[config.mk]
export PLATFORM = sky130hd
export DESIGN_NAME = clock_source_select
export DESIGN_NICKNAME = d
export VERILOG_FILES = /design/src/hw/clock_source_pkg.sv /design/src/hw/clock_source_select.sv /design/src/hw/cycle_counter.sv /design/src/hw/pulse_sync.sv
export VERILOG_INCLUDE_DIRS = /design/src /design/src/hw
export SDC_FILE = /design/constraint.sdc
export NUM_CORES = 1
export LEC_CHECK = 0
export BUFFER_PORTS_ARGS = -buffer_cell sky130_fd_sc_hd__buf_2
export CAP_MARGIN = 25
export CORE_MARGIN = 2
export CORE_UTILIZATION = 44
export CTS_CLUSTER_DIAMETER = 50
export DETAILED_ROUTE_END_ITERATION = 8
export PLACE_DENSITY_LB_ADDON = 0.15
export SYNTH_ARGS = -nofsm -noshare
export SYNTH_HDL_FRONTEND = slang
export SYNTH_HIERARCHICAL = 1
export SYNTH_SLANG_ARGS = --single-unit
[constraint.sdc]
create_clock -name clock -period 4.45 [get_ports clock]
set_input_delay 0.2225 -clock clock [delete_from_list [all_inputs] [get_ports clock]]
set_output_delay 0.2225 -clock clock [all_outputs]
set_load 0.005 [all_outputs]
[src/hw/clock_source_cfg.svh]
// Purpose: Offsets, field positions, reset values and timing counts of the clock source block
// Assumes: 250 MHz core clock, trim register on a plain strobe port
// Notes: Times are kept in their own unit beside cycle counts given as literal constants
`ifndef CLOCK_SOURCE_CFG_SVH
`define CLOCK_SOURCE_CFG_SVH

// ****************************************************************
// Register map
// ****************************************************************
`define TRIM_OFFSET 8'h00
`define STATUS_OFFSET 8'h04
`define FUSE_OFFSET 8'h08

// ****************************************************************
// Fuse codes
// ****************************************************************
`define SEL_EXT_CLOCK 4'h0
`define SEL_INT_RC_1M 4'h1
`define SEL_INT_RC_8M 4'h4
`define SEL_EXT_RC_LO 4'h5
`define SEL_EXT_RC_HI 4'h8
`define SEL_LF_CRYSTAL 4'h9
`define SEL_DEFAULT 4'h1
`define SUT_DEFAULT 2'h2

// ****************************************************************
// Wake start-up counts in oscillator cycles
// ****************************************************************
`define WAKE_1K 16'd1024
`define WAKE_32K 16'd32768
`define WAKE_18 16'd18
`define WAKE_6 16'd6

// ****************************************************************
// Reset delays on the watchdog oscillator
// ****************************************************************
`define DELAY_4MS_US 4100
`define DELAY_65MS_US 65000
`define WDT_CYCLES_4MS 17'd4096
`define WDT_CYCLES_65MS 17'd65536

// Status bit positions
`define ST_RUN_BIT 0
`define ST_BAD_FUSE_BIT 1
`define ST_CAPS_BIT 2
`define ST_LOADED_BIT 3

`endif

[src/hw/clock_source_pkg.sv]
// Purpose: Types shared by the clock source block
// Assumes: Constants live in clock_source_cfg.svh
// Notes: Only types here
package clock_source_pkg;
    typedef enum logic [2:0] {
        SRC_EXT_CLOCK,
        SRC_INT_RC,
        SRC_EXT_RC,
        SRC_LF_CRYSTAL,
        SRC_NONE
    } source_t;

    typedef enum logic [1:0] {
        ST_WAKE,
        ST_DELAY,
        ST_RUN
    } phase_t;
endpackage

[src/hw/clock_source_select.sv]
// Purpose: Clock source decode, start-up timing and oscillator trim register
// Assumes: Fuses are stable pins; watchdog oscillator arrives as a pin level
// Notes: Analog oscillators stay outside; this block steers and times them
// Summary of operation
// - Fuse code 1001 picks the low-frequency watch crystal.
// - Option fuse with watch crystal turns on caps on both crystal pins.
// - Watch crystal: 1K/1K/32K wake cycles, 4.1/65/65 ms reset delay, 11 reserved.
// - Codes 0101 to 1000 are external RC, rising frequency ranges.
// - External RC: 18 cycles with none/4.1/65 ms; code 11 is 6 cycles plus 4.1 ms.
// - Option fuse with external RC or clock adds cap on clock input pin.
// - Codes 0001 to 0100 pick internal RC at 1, 2, 4, 8 MHz.
// - Internal RC: 6 cycles with none/4.1/65 ms; code 11 reserved.
// - Every reset loads the 1 MHz calibration byte into the trim register.
// - Watchdog and reset delay always run on the watchdog oscillator.
// - Trim zero is slowest, larger values faster, 0xff fastest.
// - Fuse code 0000 runs from an external clock on the clock pin.
// - External clock: 6 cycles with none/4.1/65 ms; code 11 reserved.
// - Legacy compatibility mode hides the trim register from software.
// - Default fuses give code 0001 with start-up code 10.
//
// Design decisions made here: the placing of the registers and the address-and-strobe port.
`include "clock_source_cfg.svh"

module clock_source_select #(
    parameter logic [16:0] WDT_CYCLES_4MS = `WDT_CYCLES_4MS,
    parameter logic [16:0] WDT_CYCLES_65MS = `WDT_CYCLES_65MS
) (
    input wire logic clock,
    input wire logic sys_rst,
    input wire logic [3:0] clock_select_fuses,
    input wire logic [1:0] startup_time_fuses,
    input wire logic oscillator_option_fuse,
    input wire logic fuses_virgin,
    input wire logic legacy_mode,
    input wire logic [7:0] calibration_byte,
    input wire logic watchdog_osc,
    input wire logic wake_request,
    input wire logic [7:0] reg_addr,
    input wire logic [7:0] reg_wdata,
    input wire logic reg_write,
    input wire logic reg_read,
    output logic [7:0] reg_rdata,
    output logic [7:0] trim_value,
    output logic [2:0] source_sel,
    output logic [1:0] rc_range,
    output logic crystal_in_cap_en,
    output logic crystal_out_cap_en,
    output logic clock_release,
    output logic watchdog_tick
);
    logic [3:0] sel_eff;
    logic [1:0] sut_eff;
    clock_source_pkg::source_t source;
    logic reserved_code;
    logic [15:0] wake_count;
    logic [16:0] delay_count;
    clock_source_pkg::phase_t phase_q;
    logic after_reset_q;
    logic wdt_sync;
    logic wdt_prev_q;
    logic wake_load;
    logic wake_done;
    logic delay_load;
    logic delay_done;
    logic loaded_q;
    logic [7:0] trim_q;
    logic [7:0] status_word;

    initial begin
        if (WDT_CYCLES_4MS == 17'd0)
            $error("short reset delay count is zero");
        if (WDT_CYCLES_65MS < WDT_CYCLES_4MS)
            $error("reset delay counts out of order");
    end

    // ****************************************************************
    // Fuse decode
    // ****************************************************************
    // Blank fuses fall back to the shipped default
    // The default replaces the fuses before decode, so the fuse readback shows the code in use
    assign sel_eff = fuses_virgin ? `SEL_DEFAULT : clock_select_fuses;
    assign sut_eff = fuses_virgin ? `SUT_DEFAULT : startup_time_fuses;

    // Source and counts per fuse code; reserved codes take the 65 ms delay and 32K wake, or 6 wake cycles under external clock and internal RC
    // Reserved codes also raise a status flag so software can spot a bad setting
    always_comb begin
        source = clock_source_pkg::SRC_NONE;
        reserved_code = 1'b0;
        wake_count = `WAKE_32K;
        delay_count = WDT_CYCLES_65MS;
        if (sel_eff == `SEL_EXT_CLOCK) begin
            source = clock_source_pkg::SRC_EXT_CLOCK;
            wake_count = `WAKE_6;
            case (sut_eff)
                2'h0: delay_count = 17'd0;
                2'h1: delay_count = WDT_CYCLES_4MS;
                2'h2: delay_count = WDT_CYCLES_65MS;
                default: reserved_code = 1'b1;
            endcase
        end else if (sel_eff <= `SEL_INT_RC_8M) begin
            source = clock_source_pkg::SRC_INT_RC;
            wake_count = `WAKE_6;
            case (sut_eff)
                2'h0: delay_count = 17'd0;
                2'h1: delay_count = WDT_CYCLES_4MS;
                2'h2: delay_count = WDT_CYCLES_65MS;
                default: reserved_code = 1'b1;
            endcase
        end else if (sel_eff <= `SEL_EXT_RC_HI) begin
            source = clock_source_pkg::SRC_EXT_RC;
            wake_count = `WAKE_18;
            case (sut_eff)
                2'h0: delay_count = 17'd0;
                2'h1: delay_count = WDT_CYCLES_4MS;
                2'h2: delay_count = WDT_CYCLES_65MS;
                default: begin
                    wake_count = `WAKE_6;
                    delay_count = WDT_CYCLES_4MS;
                end
            endcase
        end else if (sel_eff == `SEL_LF_CRYSTAL) begin
            source = clock_source_pkg::SRC_LF_CRYSTAL;
            case (sut_eff)
                2'h0: begin
                    wake_count = `WAKE_1K;
                    delay_count = WDT_CYCLES_4MS;
                end
                2'h1: begin
                    wake_count = `WAKE_1K;
                    delay_count = WDT_CYCLES_65MS;
                end
                2'h2: begin
                    wake_count = `WAKE_32K;
                    delay_count = WDT_CYCLES_65MS;
                end
                default: reserved_code = 1'b1;
            endcase
        end else begin
            reserved_code = 1'b1;
        end
    end

    // Range within RC families; internal RC 1,2,4,8 MHz and external RC four bands
    // Outside the two RC families the band output idles at zero
    always_comb begin
        rc_range = 2'h0;
        if (source == clock_source_pkg::SRC_INT_RC)
            rc_range = 2'(sel_eff - `SEL_INT_RC_1M);
        else if (source == clock_source_pkg::SRC_EXT_RC)
            rc_range = 2'(sel_eff - `SEL_EXT_RC_LO);
    end

    // ****************************************************************
    // Pin capacitor and source outputs
    // ****************************************************************
    // Registered so pad controls never glitch while fuses settle
    // Internal RC never gets a cap, whatever the option fuse holds
    always_ff @(posedge clock or posedge sys_rst) begin
        if (sys_rst) begin
            source_sel <= 3'(clock_source_pkg::SRC_INT_RC);
            crystal_in_cap_en <= 1'b0;
            crystal_out_cap_en <= 1'b0;
        end else begin
            source_sel <= 3'(source);
            crystal_in_cap_en <= oscillator_option_fuse &&
                (source == clock_source_pkg::SRC_LF_CRYSTAL ||
                 source == clock_source_pkg::SRC_EXT_RC ||
                 source == clock_source_pkg::SRC_EXT_CLOCK);
            crystal_out_cap_en <= oscillator_option_fuse &&
                (source == clock_source_pkg::SRC_LF_CRYSTAL);
        end
    end

    // ****************************************************************
    // Watchdog oscillator tick
    // ****************************************************************
    pulse_sync u_wdt_sync (
        .clock(clock),
        .sys_rst(sys_rst),
        .async_in(watchdog_osc),
        .sync_out(wdt_sync)
    );

    // Rising edge of the synchronised watchdog level times the reset delay
    // Only the second synchroniser stage is read; the first may be metastable
    always_ff @(posedge clock or posedge sys_rst) begin
        if (sys_rst)
            wdt_prev_q <= 1'b0;
        else
            wdt_prev_q <= wdt_sync;
    end
    assign watchdog_tick = wdt_sync && !wdt_prev_q;

    // ****************************************************************
    // Start-up sequence
    // ****************************************************************
    // A wake request only counts in RUN; one during start-up is ignored
    // The reset delay is loaded once, in the cycle the wake count finishes
    assign wake_load = (phase_q == clock_source_pkg::ST_RUN) && wake_request;
    assign delay_load = (phase_q == clock_source_pkg::ST_WAKE) && wake_done && after_reset_q;

    cycle_counter #(.WIDTH(17)) u_wake (
        .clock(clock),
        .sys_rst(sys_rst),
        .load(wake_load),
        .load_value({1'b0, wake_count}),
        .tick(phase_q == clock_source_pkg::ST_WAKE),
        .done(wake_done)
    );

    cycle_counter #(.WIDTH(17)) u_delay (
        .clock(clock),
        .sys_rst(sys_rst),
        .load(delay_load),
        .load_value(delay_count),
        .tick(watchdog_tick),
        .done(delay_done)
    );

    // Reset starts in wake with the wake counter already done
    // A request in RUN restarts the wake count; after reset the delay follows
    always_ff @(posedge clock or posedge sys_rst) begin
        if (sys_rst) begin
            phase_q <= clock_source_pkg::ST_WAKE;
            after_reset_q <= 1'b1;
        end else begin
            case (phase_q)
                clock_source_pkg::ST_WAKE: begin
                    if (wake_done && after_reset_q)
                        phase_q <= clock_source_pkg::ST_DELAY;
                    else if (wake_done)
                        phase_q <= clock_source_pkg::ST_RUN;
                end
                clock_source_pkg::ST_DELAY: begin
                    if (delay_done && !delay_load) begin
                        phase_q <= clock_source_pkg::ST_RUN;
                        after_reset_q <= 1'b0;
                    end
                end
                clock_source_pkg::ST_RUN: begin
                    if (wake_request)
                        phase_q <= clock_source_pkg::ST_WAKE;
                end
                default: phase_q <= clock_source_pkg::ST_WAKE;
            endcase
        end
    end

    // Counter is idle-done after reset, so the first wake after reset is
    // only one cycle long; the reset delay on the watchdog clock dominates.
    assign clock_release = (phase_q == clock_source_pkg::ST_RUN);

    // ****************************************************************
    // Trim register
    // ****************************************************************
    // First clocked edge after release catches the calibration byte
    // Writes in the loading cycle are dropped so the calibration byte always wins
    always_ff @(posedge clock or posedge sys_rst) begin
        if (sys_rst) begin
            trim_q <= 8'h00;
            loaded_q <= 1'b0;
        end else if (!loaded_q) begin
            trim_q <= calibration_byte;
            loaded_q <= 1'b1;
        end else if (reg_write && reg_addr == `TRIM_OFFSET && !legacy_mode) begin
            trim_q <= reg_wdata;
        end
    end
    assign trim_value = trim_q;

    // ****************************************************************
    // Read port
    // ****************************************************************
    // Status word: release, reserved fuse code, input cap, calibration loaded
    always_comb begin
        status_word = 8'h00;
        status_word[`ST_RUN_BIT] = clock_release;
        status_word[`ST_BAD_FUSE_BIT] = reserved_code;
        status_word[`ST_CAPS_BIT] = crystal_in_cap_en;
        status_word[`ST_LOADED_BIT] = loaded_q;
    end

    // Data stand one cycle after the strobe; unmapped and hidden read zero
    // Hidden trim reads zero, so legacy software finds an empty address
    always_ff @(posedge clock or posedge sys_rst) begin
        if (sys_rst) begin
            reg_rdata <= 8'h00;
        end else if (reg_read) begin
            case (reg_addr)
                `TRIM_OFFSET: reg_rdata <= legacy_mode ? 8'h00 : trim_q;
                `STATUS_OFFSET: reg_rdata <= status_word;
                `FUSE_OFFSET: reg_rdata <= {2'h0, sut_eff, sel_eff};
                default: reg_rdata <= 8'h00;
            endcase
        end else begin
            reg_rdata <= 8'h00;
        end
    end
endmodule

[src/hw/cycle_counter.sv]
// Purpose: Loadable down counter with done flag
// Assumes: Load and tick on the same clock
// Notes: Done stays high until the next load
module cycle_counter #(
    parameter int WIDTH = 17
) (
    input wire logic clock,
    input wire logic sys_rst,
    input wire logic load,
    input wire logic [WIDTH-1:0] load_value,
    input wire logic tick,
    output logic done
);
    logic [WIDTH-1:0] count_q;

    initial begin
        if (WIDTH < 2) $error("cycle_counter width too small");
    end

    // ****************************************************************
    // Counter
    // ****************************************************************
    // Zero load finishes at once, so an absent delay costs no time
    always_ff @(posedge clock or posedge sys_rst) begin
        if (sys_rst) begin
            count_q <= '0;
            // Done out of reset, so an idle counter never runs down from zero
            done <= 1'b1;
        end else if (load) begin
            count_q <= load_value;
            done <= (load_value == '0);
        end else if (tick && !done) begin
            count_q <= count_q - 1'b1;
            done <= (count_q == {{(WIDTH-1){1'b0}}, 1'b1});
        end
    end
endmodule

[src/hw/pulse_sync.sv]
// Purpose: Two-flop level synchroniser
// Assumes: Asynchronous level input
// Notes: First flop feeds only the second
module pulse_sync (
    input wire logic clock,
    input wire logic sys_rst,
    input wire logic async_in,
    output logic sync_out
);
    logic meta_q;

    // ****************************************************************
    // Synchroniser
    // ****************************************************************
    // Two stages keep metastability out of the decode logic
    always_ff @(posedge clock or posedge sys_rst) begin
        if (sys_rst) begin
            meta_q <= 1'b0;
            sync_out <= 1'b0;
        end else begin
            meta_q <= async_in;
            sync_out <= meta_q;
        end
    end
endmodule
==> summary.txt <==
Power
  – PD cells: 373.4 nW/um^2
  – Lkg Pwr: 1.983 nW
  – Flop pwr share: 48.1%
  – Sw power: 0.5671 mW
  – Clock network power share: 30.1%
  – Total power: 1.674 mW
  – Max rail drop VDD: 0.2132 mV
  – Net Sw Frac: 33.88%
  – Combinational share of power: 21.8%
  – Pint: 1.107 mW

Clocking
  – # resized after CTS: 0
  – TritonCTS clock tree: yes
  – CTS Buf Count: 9
  – Clock sink total: 64
  – Clock-pin slew on the worst setup and hold paths: 0.08 ns
  – Root Buffer: clkbuf_8
  – CTS Buffer Depth: 2
  – Skew-Pair Late Insertion Delay: 0.35 ns
  – H-Tree Depth: 3

Global routing
  – GRT Overall Usage: 20.01%
  – Largest net degree at the start of global routing: 29
  – First-pass GRT wire length: 14.26 mm
  – Antenna violations before repair: 0
  – Vias in the first global route: 3,045
  – Global route total overflow: 0

Die
  – Initial Util: 44.92%
  – Placement Rows: 33
  – Die area: 9049 sq um
  – Core area: 8134 sq um
  – Chip Width: 95.13 um
  – Die H: 95.13 um
  – # IOs: 64

Yosys
  – Seq cells post-synth: 64
  – Synth Area in Compound Gates: 15.62%
  – Prevailing post-synth register cell: dfrtp_1
  – Synth top area cells: dfrtp_1 41%, nand2_1 5.2%, o21ai_0 4.8%, xor2_1 3.8%, a21oi_1 2.9%
  – Post-synth top area share: 41.10%
  – Syn_area_per_cell: 9.021 sq um
  – Sequential share of the synthesized area: 43.97%
  – Asr flop ratio synth: 100.0%
  – Most frequent cell after synthesis: dfrtp_1
  – Post-Synthesis Cells: 405
  – Post-synthesis mux area share: 2.500%
  – Largest area contributor in the netlist: dfrtp_1
  – Largest family of logic cells by synthesized area: simple AND/OR/NAND/NOR gates
  – Post-Synth XOR/XNOR Area: 4.795%
  – Post-synth EDFFs: 0
  – Post-Synth Adder-Cell Area: 2.055%
  – Netlist cell types: 55
  – Area share of and/or/nand/nor cells after synthesis: 27.26%
  – Most instantiated cells after synthesis: 60 x dfrtp_1, 51 x nand2_1, 35 x o21ai_0, 27 x nor2_1, 21 x a21oi_1
  – Synthesized area: 3654 sq um
  – Ys Warns: 6

Worst setup path
  – Critical path buffers and inverters: 2
  – CP Capture Type: flip-flop
  – Crit path cell chain: buf_2 -> or2_2 -> inv_1 -> ha_1 -> nor2b_1 -> o21ai_0 -> a21oi_1 -> mux2_2 -> or4_1 -> nor3_1 -> a211o_1
  – CP Data Arrival Time: 2.79 ns
  – CP max stage delay: 0.52 ns
  – Reg2reg setup slack: 2.39 ns
  – Worst Path Max Fanout: 14
  – End of the worst register-to-register path: u_delay/done
  – Critical Path RT: 4.74 ns
  – Critical Path Source Type: input pin
  – R2R cell count: 7
  – Top delay family on crit path: simple AND/OR/NAND/NOR gates
  – Reg2reg start: phase_q[0]
  – Crit path max-delay cell type: or4_1
  – Crit Path Class: input pin to flip-flop

Routing
  – ANT nets after route: 0
  – Max Used Layer: met4
  – Via Count: 3,198
  – M1 WL: 3.910 mm
  – Via/cell ratio: 5.068
  – Initial drt markers: 109
  – WL final: 8.385 mm
  – Met2 WL: 4.155 mm
  – Pre-antenna DRT Iters: 5
  – Average routed wire per standard cell: 13.29 um
  – Drt drc: 0
  – WL met3: 289 um

Cells and area
  – Fraction of layout instances using a drive strength above 1: 20.15%
  – Core Util, Final: 55.11%
  – Nets: 566
  – Area Growth Syn to Fin: 22.71%
  – N_diodes: 0

Timing
  – Final setup viols: 0
  – Slew of the pin with the lowest slew margin: 0.7341 ns
  – Crit share post-route: 56.20%
  – Setup TNS: 0 ns
  – Minimum clock period: 2.501 ns
  – Final max-slew violation count: 0
  – RSZ-0062 raised after global routing: no
  – Slew headroom: 50.68%
  – Clock Skew: 0.01258 ns
  – Final Hold Fails: 0
  – Max Freq: 399.9 MHz

Hold path
  – WHS Path Cells: 3
  – HP Start: calibration_byte[2]
  – Worst Hold End: trim_value[2]
  – Hold WC Path Type: input pin to flip-flop

Placed design
  – Buffers on Ports: 63
  – Routability congestion estimate: 0.8282
  – HPWL Detailed: 6.138 mm

Flow run
  – # Max-Cap Violations: 0

Outcome
  – Status: complete, no violations
==> power by group through the flow <==
| stage | logic (mW) | registers, mW | clock network (mW) |
|---|---|---|---|
| finish | 0.365 | 0.805 | 0.504 |
| global route | 0.425 | 0.820 | 0.538 |
| CTS | 0.367 | 0.805 | 0.515 |
| floorplan | 0.279 | 0.788 | 0 |
| global placement | 0.351 | 0.809 | 0 |
| detailed placement | 0.363 | 0.815 | 0 |
==> logic make-up (layout without fill, tap and decap cells) <==
family                     count (synthesis)  in the layout
AOI/OAI and AO/OA                         94             94
DFF                                       64             64
buffers and inverters                     31            100
other                                      2             54
adders and majority gates                  6              6
and+or+nand+nor                          179            179
xor gates and xnor gates                  20             20
muxes                                      9              9
==> per-layer routing <==
layer | vias up | global-route usage [%]
li1 | 1625 | -
met5 | - | 0
met3 | 2 | 3.162
met2 | 37 | 32.98
met4 | 0 | 6.159
met1 | 1534 | 27.09
==> placed cells by master, fill, tap and decap left out, types with 5 or more instances in the layout <==
cell type | Yosys | layout
or2_2 | 5 | 5
nand4_1 | 9 | 9
or3_1 | 5 | 5
nand2_1 | 51 | 51
o31ai_1 | 6 | 6
clkbuf_8 | 0 | 9
conb_1 | 2 | 54
xor2_1 | 16 | 16
nor4_1 | 11 | 11
nand3_1 | 9 | 9
nor2b_1 | 13 | 13
nor3_1 | 9 | 9
a21oi_1 | 21 | 21
a31oi_1 | 9 | 9
nor2_1 | 27 | 27
ha_1 | 6 | 6
dfrtp_1 | 60 | 60
buf_2 | 0 | 63
inv_1 | 14 | 14
mux2i_1 | 8 | 8
o21ai_0 | 35 | 35
or4_1 | 8 | 8
==> stage by stage <==
stage | setup slack [ns] | area (sq um) | hold slack [ns] | instances
after floorplan | 2.299 | 3849 | -0.03632 | 457
after global placement | 1.752 | 4239 | 0.1048 | 612
after detailed placement | 1.652 | 4239 | 0.1097 | 612
after CTS | 2.000 | 4456 | 0.1174 | 630
after global routing | 1.840 | 4483 | 0.1274 | 631
final | 1.949 | 4483 | 0.1218 | 631
==> repair_timing <==
item,in CTS,in global routing
hold endpoints to repair,3,0
buffers inserted,0,0
hold buffers,2,0
==> worst max path at each step <==
stage	startpoint	endpoint	slack (ns)	cells past startpoint
after floorplan	fuses_virgin	u_delay/done	2.30	10
after global placement	fuses_virgin	u_delay/done	1.75	11
after detailed placement	fuses_virgin	u_delay/done	1.65	11
after CTS	fuses_virgin	u_delay/done	2.00	11
after global routing	fuses_virgin	u_delay/done	1.84	11
final	fuses_virgin	u_delay/done	1.95	11
==> sequential cells by signal, summed over array words and instances (netlist names) <==
register / count
after_reset_q: 1
crystal_in_cap_en: 1
crystal_out_cap_en: 1
loaded_q: 1
phase_q: 2
reg_rdata: 8
source_sel: 3
trim_value: 8
u_delay/count_q: 17
u_delay/done: 1
u_wake/count_q: 17
u_wake/done: 1
u_wdt_sync/meta_q: 1
u_wdt_sync/sync_out: 1
wdt_prev_q: 1
==> area by class of cell <==
class | count | area [sq um]
clock buffer | 9 | 123.9
clock inverter | 7 | 72.57
fill | 746 | 3651
inverter | 16 | 60.06
multi-input combinational | 362 | 2111
sequential | 64 | 1607
tap | 105 | 131.4
timing repair buffer | 68 | 377.9
==> worst reg2reg max path, cell delays in order (launching register included) <==
cell      delay [ns]
dfrtp_1         0.42
nor2_1          0.28
and3_1          0.20
buf_4           0.26
clkinv_1        0.33
nand4_1         0.20
nor3_1          0.06
a211o_1         0.24
No activity file was read; power rests on OpenSTA's default activity.
